**config.mk**
```make
export PLATFORM = sky130hd
export DESIGN_NAME = dep_data_eeprom
export DESIGN_NICKNAME = d
export VERILOG_FILES = /design/src/hdl/dep_pkg.sv /design/src/hdl/dep_data_eeprom.sv
export SDC_FILE = /design/constraint.sdc
export NUM_CORES = 2
export LEC_CHECK = 0
export ABC_AREA = 0
export BUFFER_PORTS_ARGS = -buffer_cell sky130_fd_sc_hd__buf_2
export CORE_ASPECT_RATIO = 0.5
export CORE_UTILIZATION = 42
export DETAILED_ROUTE_END_ITERATION = 12
export PLACE_DENSITY = 0.66
export SETUP_SLACK_MARGIN = 0.1
export SYNTH_ARGS = -nofsm -noshare
export SYNTH_HDL_FRONTEND = slang
export SYNTH_SLANG_ARGS = --single-unit
```
**constraint.sdc**
```tcl
create_clock -name pclk -period 8.7 [get_ports pclk]
set_input_delay 0.435 -clock pclk [delete_from_list [all_inputs] [get_ports pclk]]
set_output_delay 0.435 -clock pclk [all_outputs]
set_load 0.005 [all_outputs]
```
**src/hdl/dep_pkg.sv**
```systemverilog
package dep_pkg;
   localparam int unsigned CLK_PERIOD_NS = 50;
   localparam int unsigned WRITE_TIME_US = 5000;
   localparam int unsigned WRITE_CYCLES = (WRITE_TIME_US * 1000) / CLK_PERIOD_NS;
   localparam int unsigned ADDR_W = 16;
   // register indices; byte address is four times the index
   localparam logic [13:0] IDX_INTCTL = 14'h000B;
   localparam logic [13:0] IDX_PFLAGS = 14'h000C;
   localparam logic [13:0] IDX_PENABLE = 14'h008C;
   localparam logic [13:0] IDX_EEDATA = 14'h009A;
   localparam logic [13:0] IDX_EEADDR = 14'h009B;
   localparam logic [13:0] IDX_EECTRL = 14'h009C;
   localparam logic [13:0] IDX_UNLOCK = 14'h009D;
   localparam logic [13:0] IDX_CONFIG = 14'h2007;
   localparam logic [13:0] CFG_SPACE_LO = 14'h2000;
   // field positions
   localparam int unsigned BIT_GIE = 7;
   localparam int unsigned BIT_PERIPHERAL_IRQ_ENABLE = 6;
   localparam int unsigned BIT_WCF = 7;
   localparam int unsigned BIT_WCIE = 7;
   localparam int unsigned BIT_WRITE_ERROR_FLAG = 3;
   localparam int unsigned BIT_WRITE_ENABLE_BIT = 2;
   localparam int unsigned BIT_WR = 1;
   localparam int unsigned BIT_RD = 0;
   localparam int unsigned BIT_CPD = 7;
   localparam int unsigned BIT_CP = 6;
   localparam logic [7:0] UNLOCK_FIRST = 8'h55;
   localparam logic [7:0] UNLOCK_SECOND = 8'hAA;
   localparam logic [7:0] RESET_BYTE = 8'h00;
   localparam logic [13:0] CFG_RESET = 14'h3FFF;
   typedef enum logic [1:0] {
      DEP_IDLE = 2'b00,
      DEP_GOT_FIRST = 2'b01,
      DEP_ARMED = 2'b11
   } dep_unlock_e;
endpackage

```
**src/hdl/dep_data_eeprom.sv**
```systemverilog
// The APB register port was chosen for this implementation.
`timescale 1ns/1ps
module dep_data_eeprom
   import dep_pkg::*;
#(
   parameter int unsigned WRITE_COUNT = WRITE_CYCLES
) (
   input wire logic pclk,
   input wire logic presetn,
   input wire logic psel,
   input wire logic penable,
   input wire logic pwrite,
   input wire logic [ADDR_W-1:0] paddr,
   input wire logic [31:0] pwdata,
   output logic [31:0] prdata,
   output logic pready,
   output logic pslverr,
   input wire logic other_reset,
   input wire logic prog_mode_pin,
   input wire logic [13:0] config_word,
   output logic irq,
   output logic data_protected,
   output logic program_protected
);
   logic [7:0] mem [0:255];
   logic [7:0] interrupt_control, next_interrupt_control;
   logic [7:0] peripheral_enables_one, next_peripheral_enables_one;
   logic write_complete_flag, next_write_complete_flag;
   logic [7:0] eeprom_data_byte, next_eeprom_data_byte;
   logic [7:0] eeprom_address_byte, next_eeprom_address_byte;
   logic write_error_flag, next_write_error_flag;
   logic write_enable_bit, next_write_enable_bit;
   logic wr_busy, next_wr_busy;
   logic rd_go, next_rd_go;
   logic [16:0] wr_cnt, next_wr_cnt;
   dep_unlock_e unlock_st, next_unlock_st;
   logic [13:0] cfg, next_cfg;
   logic cfg_valid, next_cfg_valid;
   logic [31:0] next_prdata;
   logic pm_s1, pm_s2, pm_s3, prog_mode, next_prog_mode;
   logic mem_we;
   logic [7:0] mem_rd;
   logic [13:0] idx;
   logic wr_take;
   logic setup_rd;

   function automatic logic idx_mapped(input logic [13:0] i, input logic pm);
      idx_mapped = (i == IDX_INTCTL) || (i == IDX_PFLAGS) || (i == IDX_PENABLE) || (i == IDX_EEDATA)
         || (i == IDX_EEADDR) || (i == IDX_EECTRL) || (i == IDX_UNLOCK) || ((i == IDX_CONFIG) && pm);
   endfunction

   localparam logic [16:0] WRITE_LAST = 17'(WRITE_COUNT - 1);

   // a misaligned address falls on an index that nothing decodes
   assign idx = (paddr[1:0] == 2'b00) ? paddr[15:2] : 14'h3FFF;
   assign wr_take = psel && penable && pwrite;
   assign setup_rd = psel && !penable && !pwrite;
   assign mem_rd = mem[eeprom_address_byte];
   assign pready = 1'b1;
   assign pslverr = psel && penable && (!idx_mapped(idx, prog_mode) || (paddr[1:0] != 2'b00));
   assign irq = write_complete_flag && peripheral_enables_one[BIT_WCIE]
      && interrupt_control[BIT_PERIPHERAL_IRQ_ENABLE] && interrupt_control[BIT_GIE];
   assign data_protected = cfg_valid && !cfg[BIT_CPD];
   assign program_protected = cfg_valid && !cfg[BIT_CP];

   // programming mode pin: three stages, accepted when the last two agree
   always_comb begin
      next_prog_mode = prog_mode;
      if (pm_s2 == pm_s3) begin
         next_prog_mode = pm_s3;
      end
   end

   always_ff @(posedge pclk or negedge presetn) begin
      if (!presetn) begin
         pm_s1 <= 1'b0;
         pm_s2 <= 1'b0;
         pm_s3 <= 1'b0;
         prog_mode <= 1'b0;
      end else begin
         pm_s1 <= prog_mode_pin;
         pm_s2 <= pm_s1;
         pm_s3 <= pm_s2;
         prog_mode <= next_prog_mode;
      end
   end

   always_comb begin
      next_interrupt_control = interrupt_control;
      next_peripheral_enables_one = peripheral_enables_one;
      next_write_complete_flag = write_complete_flag;
      next_eeprom_data_byte = eeprom_data_byte;
      next_eeprom_address_byte = eeprom_address_byte;
      next_write_error_flag = write_error_flag;
      next_write_enable_bit = write_enable_bit;
      next_wr_busy = wr_busy;
      next_rd_go = rd_go;
      next_wr_cnt = wr_cnt;
      next_unlock_st = unlock_st;
      next_cfg = cfg;
      next_cfg_valid = cfg_valid;
      next_prdata = prdata;
      mem_we = 1'b0;
      // option word caught once after reset release
      if (!cfg_valid) begin
         next_cfg = config_word;
         next_cfg_valid = 1'b1;
      end
      // read data loaded in setup, stands through access
      if (setup_rd) begin
         next_prdata = 32'h0000_0000;
         unique case (idx)
            IDX_INTCTL: next_prdata[7:0] = interrupt_control;
            IDX_PFLAGS: next_prdata[BIT_WCF] = write_complete_flag;
            IDX_PENABLE: next_prdata[7:0] = peripheral_enables_one;
            IDX_EEDATA: next_prdata[7:0] = eeprom_data_byte;
            IDX_EEADDR: next_prdata[7:0] = eeprom_address_byte;
            IDX_EECTRL: next_prdata[3:0] = {write_error_flag, write_enable_bit, wr_busy, rd_go};
            IDX_CONFIG: next_prdata[13:0] = prog_mode ? cfg : 14'h0000;
            default: next_prdata = 32'h0000_0000;
         endcase
      end
      if (rd_go) begin
         next_eeprom_data_byte = mem_rd;
         next_rd_go = 1'b0;
      end
      if (wr_take) begin
         next_unlock_st = DEP_IDLE;
         unique case (idx)
            IDX_INTCTL: next_interrupt_control = pwdata[7:0];
            IDX_PFLAGS: begin
               if (pwdata[BIT_WCF]) begin
                  next_write_complete_flag = 1'b0;
               end
            end
            IDX_PENABLE: next_peripheral_enables_one = pwdata[7:0];
            IDX_EEDATA: begin
               if (!wr_busy) begin
                  next_eeprom_data_byte = pwdata[7:0];
               end
            end
            IDX_EEADDR: begin
               if (!wr_busy) begin
                  next_eeprom_address_byte = pwdata[7:0];
               end
            end
            IDX_EECTRL: begin
               next_write_error_flag = pwdata[BIT_WRITE_ERROR_FLAG];
               next_write_enable_bit = pwdata[BIT_WRITE_ENABLE_BIT];
               if (pwdata[BIT_RD] && !wr_busy) begin
                  next_rd_go = 1'b1;
               end
               if (pwdata[BIT_WR] && write_enable_bit && (unlock_st == DEP_ARMED) && !wr_busy) begin
                  next_wr_busy = 1'b1;
                  next_wr_cnt = WRITE_LAST;
               end
            end
            IDX_UNLOCK: begin
               if (pwdata[7:0] == UNLOCK_FIRST) begin
                  next_unlock_st = DEP_GOT_FIRST;
               end else if ((pwdata[7:0] == UNLOCK_SECOND) && (unlock_st == DEP_GOT_FIRST)) begin
                  next_unlock_st = DEP_ARMED;
               end
            end
            default: next_unlock_st = DEP_IDLE;
         endcase
      end
      // completion follows the flag clear above, so a set wins
      if (wr_busy) begin
         if (wr_cnt == 17'h0_0000) begin
            next_wr_busy = 1'b0;
            next_write_complete_flag = 1'b1;
            mem_we = 1'b1;
         end else begin
            next_wr_cnt = wr_cnt - 17'h0_0001;
         end
      end
      // pin or watchdog reset: error flag holds or reports an abort
      if (other_reset) begin
         next_write_error_flag = write_error_flag || wr_busy;
         next_interrupt_control = RESET_BYTE;
         next_peripheral_enables_one = RESET_BYTE;
         next_write_complete_flag = 1'b0;
         next_eeprom_data_byte = RESET_BYTE;
         next_eeprom_address_byte = RESET_BYTE;
         next_write_enable_bit = 1'b0;
         next_wr_busy = 1'b0;
         next_rd_go = 1'b0;
         next_wr_cnt = 17'h0_0000;
         next_unlock_st = DEP_IDLE;
         mem_we = 1'b0;
      end
   end

   always_ff @(posedge pclk or negedge presetn) begin
      if (!presetn) begin
         interrupt_control <= RESET_BYTE;
         peripheral_enables_one <= RESET_BYTE;
         write_complete_flag <= 1'b0;
         eeprom_data_byte <= RESET_BYTE;
         eeprom_address_byte <= RESET_BYTE;
         write_error_flag <= 1'b0;
         write_enable_bit <= 1'b0;
         wr_busy <= 1'b0;
         rd_go <= 1'b0;
         wr_cnt <= 17'h0_0000;
         unlock_st <= DEP_IDLE;
         cfg <= CFG_RESET;
         cfg_valid <= 1'b0;
         prdata <= 32'h0000_0000;
      end else begin
         interrupt_control <= next_interrupt_control;
         peripheral_enables_one <= next_peripheral_enables_one;
         write_complete_flag <= next_write_complete_flag;
         eeprom_data_byte <= next_eeprom_data_byte;
         eeprom_address_byte <= next_eeprom_address_byte;
         write_error_flag <= next_write_error_flag;
         write_enable_bit <= next_write_enable_bit;
         wr_busy <= next_wr_busy;
         rd_go <= next_rd_go;
         wr_cnt <= next_wr_cnt;
         unlock_st <= next_unlock_st;
         cfg <= next_cfg;
         cfg_valid <= next_cfg_valid;
         prdata <= next_prdata;
      end
   end

   // data array, written with the byte latched while the write ran
   always_ff @(posedge pclk) begin
      if (mem_we) begin
         mem[eeprom_address_byte] <= eeprom_data_byte;
      end
   end
endmodule

```
==> results_dict.tcl <==
set metrics [dict create \
    status "complete, no violations" \
    place.gp.congestion 0.834 \
    clock_sinks 2137 \
    critPathSlowestCell "nor2_1" \
    routed-via-count 41700 \
    period_share_pct 58.0 \
    slew-limit-headroom_pct 11.6 \
    ioPinCount 106 \
    syn_inst 3974 \
    final_util_pct 47.2 \
    layout_commonest_cell "edfxtp_1" \
    setup_violations 0 \
    post_drt_wl_per_cell_um 30.6 \
    synth_top_family_by_area "multiplexers" \
    synth-compound-area-share_pct 2.03 \
    grt_setup_unrepaired "false" \
    grt_usage_pct 21.0 \
    die-area_um2 201000 \
    ant_nets 0 \
    crit_path_max_incr_delay_ns 0.84 \
    reg2reg_depth 7 \
    maxCapViolCount 0 \
    vdd_ir_drop_max_uv 229 \
    synth-main-ff-cell "edfxtp_1" \
    final_cell_mix "2048 x edfxtp_1, 573 x mux4_2, 315 x nor2_1" \
    cts_tree "yes" \
    nFillCells 15900 \
    post-cts-setup-buffer-count 0 \
    fin_nets 4165 \
    r2r_start "wr_cnt[3]" \
    async_flop_share_pct 4.16 \
    cp_cell_sequence "or4_1 > or4_1 > or3_4 > nor3_4 > buf_4 > nand3_2 > nor2_1" \
    drc 0 \
    synthToLayoutAreaGrowth_pct 11.3 \
    antenna_found_initial 10 \
    worst_pin_slew_ns 1.33 \
    clkLatencyLatePin_ns 0.83 \
    drtIter0Drc 5650 \
    multi_input_area_um2 18900 \
    critPathArrivalTime_ns 5.48 \
    fin_skew_ns 0.0376 \
    grt_pass1_vias 41800 \
    cts.clk_slew.worst_paths_ns 0.06 \
    synth-simple-area-share_pct 3.41 \
    period_minus_slack_ns 5.05 \
    worstPathRequired_ns 9.13 \
    wl_um 211000 \
    final_layout_size_suffix_gt1_share_pct 24.8 \
    worstSetupStartpointType "register" \
    setup_tns_ns 0 \
    drv_slew 0 \
    die_h_um 318 \
    hpwl_um 127000 \
    crit_path_start "wr_cnt[3]" \
    synth_adder_area_share_pct 0.0269 \
    seq_area_frac_synth_pct 76.1 \
    pre_cts_slack_ns 3.83 \
    fmax_mhz 198 \
    portBuffers 62 \
    grt_pass1_wl_um 303000 \
    p_per_area_nw_per_um2 207 \
    synth.lib_cells_used.distinct 73 \
    seq_area_um2 63800 \
    synth.avg_cell_area_um2 21.1 \
    clock_path_buffers 3 \
    cts_buffers 190 \
    grt.overflow.total 0 \
    r2r_end "mem[85][0]" \
    endpoint_kind "register" \
    r2r_slack_ns 3.65 \
    worst_hold_slack_ns 0.0586 \
    fp.dieW_um 633 \
    htree_levels 4 \
    yosys.area_share.xor_xnor_pct 0.0837 \
    firstDrtPassIters 5 \
    hold_path_class "primary input to asynchronous set/reset pin" \
    syn-cell-area_um2 83700 \
    worst-setup-path-type "register to register" \
    cellLeakagePower_uw 0.0319 \
    synth_mux_area_share_pct 16.9 \
    ys_seq_elements 2137 \
    vias_per_cell 6.06 \
    crit_fanout 16 \
    cts_root_buf "clkbuf_16" \
    finalHoldViolCount 0 \
    finalWorstSetupSlack_ns 3.65 \
    critPathCapture "mem[85][0]" \
    yosysWarnings 0 \
    grt_max_degree 225 \
    fp-row-count 115 \
    critPathMostFrequentCell "or4_1" \
    initial_utilization_pct 42.4 \
    core_area_um2 197000 \
    synth-edff-count 2048 \
]
-- Yosys cell counts (6+ instances only) --
master    instances  area (µm²)
a221oi_1         11        96.3
buf_4            31         233
o22ai_1          22         138
a211oi_1         19         143
mux4_2          573       12900
buf_2            81         405
nand4_1           9        56.3
inv_1             8        30.0
dfstp_2          14         368
a21oi_1          49         245
a22o_1            8        70.1
buf_1            25        93.8
edfxtp_1       2048       61500
dfrtp_1          75        1880
clkbuf_1        118         443
xor2_1            7        61.3
and2_1            6        37.5
or3_1             8        50.1
nand3_2           9        90.1
mux2i_1          87         871
and3_1            6        37.5
nor4_1           18         113
o21ai_0          34         170
a31oi_1          11        68.8
nand4b_1          7        61.3
a22oi_1          37         278
nor3_1           26         130
nand3_1          50         250
nor2b_1          18         113
nor2_1          317        1190
nand2_1         111         417
mux2_2           30         338
or4_1             8        60.1
nand2b_1         10        62.6
-- area by class of cell --
class | instances | area share [%]
clock buffer | 244 | 5.48
timing repair buffer | 166 | 1.37
multi-input combinational | 1591 | 20.3
clock inverter | 99 | 0.859
antenna | 1 | 0.00269
inverter | 9 | 0.0362
tap | 2632 | 3.53
sequential | 2137 | 68.4
-- worst min path at each step --
stage | start | to | slack, ns | cells past startpoint
floorplan | presetn | cfg_valid | 0.14 | 0
global route | presetn | wr_cnt[15] | 0.05 | 2
global placement | presetn | wr_cnt[4] | 0.34 | 1
finish | presetn | wr_cnt[5] | 0.06 | 2
CTS | presetn | pm_s2 | 0.004 | 2
detailed placement | pm_s1 | pm_s2 | 0.34 | 0
-- per-layer routing --
layer / routed length (µm) / global-route usage (%) / part of all wire (%) / vias up
met5: 92 / 0 / 0.044 / -
met4: 6450 / 6.42 / 3.1 / 14
met3: 25800 / 6.24 / 12 / 378
met2: 94700 / 30.8 / 45 / 2373
met1: 83600 / 30.3 / 40 / 22200
li1: - / - / - / 16800
-- sequential cells by signal (all words and copies together), names as in the netlist, 8 cells and up --
name                    cells
mem                      2048
wr_cnt                     17
cfg                        14
prdata                     14
eeprom_address_byte         8
eeprom_data_byte            8
interrupt_control           8
peripheral_enables_one      8
-- kinds of logic (layout without fill, tap and decap cells) --
| family | count (synthesis) | count (layout) |
|---|---|---|
| AO/OA/AOI/OAI | 247 | 247 |
| flip-flops | 2137 | 2137 |
| buffers and inverters | 264 | 518 |
| XOR/XNOR | 8 | 8 |
| other | 2 | 21 |
| multiplexers | 690 | 690 |
| adder cells (fa/ha/maj) | 2 | 2 |
| AND/OR/NAND/NOR | 624 | 624 |
-- timing repair --
item                      CTS  global route
hold endpoints to repair   65             0
hold buffers               24             0
gates resized for setup     0             0
-- power breakdown --
part,internal [µW],switching [µW]
registers,11100,8.25
clock network,4490,3660
logic,25.2,37.4
total,15600,3710
-- worst max-delay path: cells and delay by family, from the launching register on --
kind / cells / cell delay, ns
buffers and inverters: 1 / 0.43
flip-flops: 1 / 0.44
AND/OR/NAND/NOR: 6 / 3.76
-- metrics by stage --
step           total power, µW  std cells  cell area (µm²)
6_report                 19300       6879            93200
5_1_grt                  19800       6878            93200
4_1_cts                  19400       6878            93200
3_5_place_dp             11400       6511            87000
3_3_place_gp             11400       6511            87000
2_1_floorplan            11400       3992            83800
(Power assumes the default switching activity.)
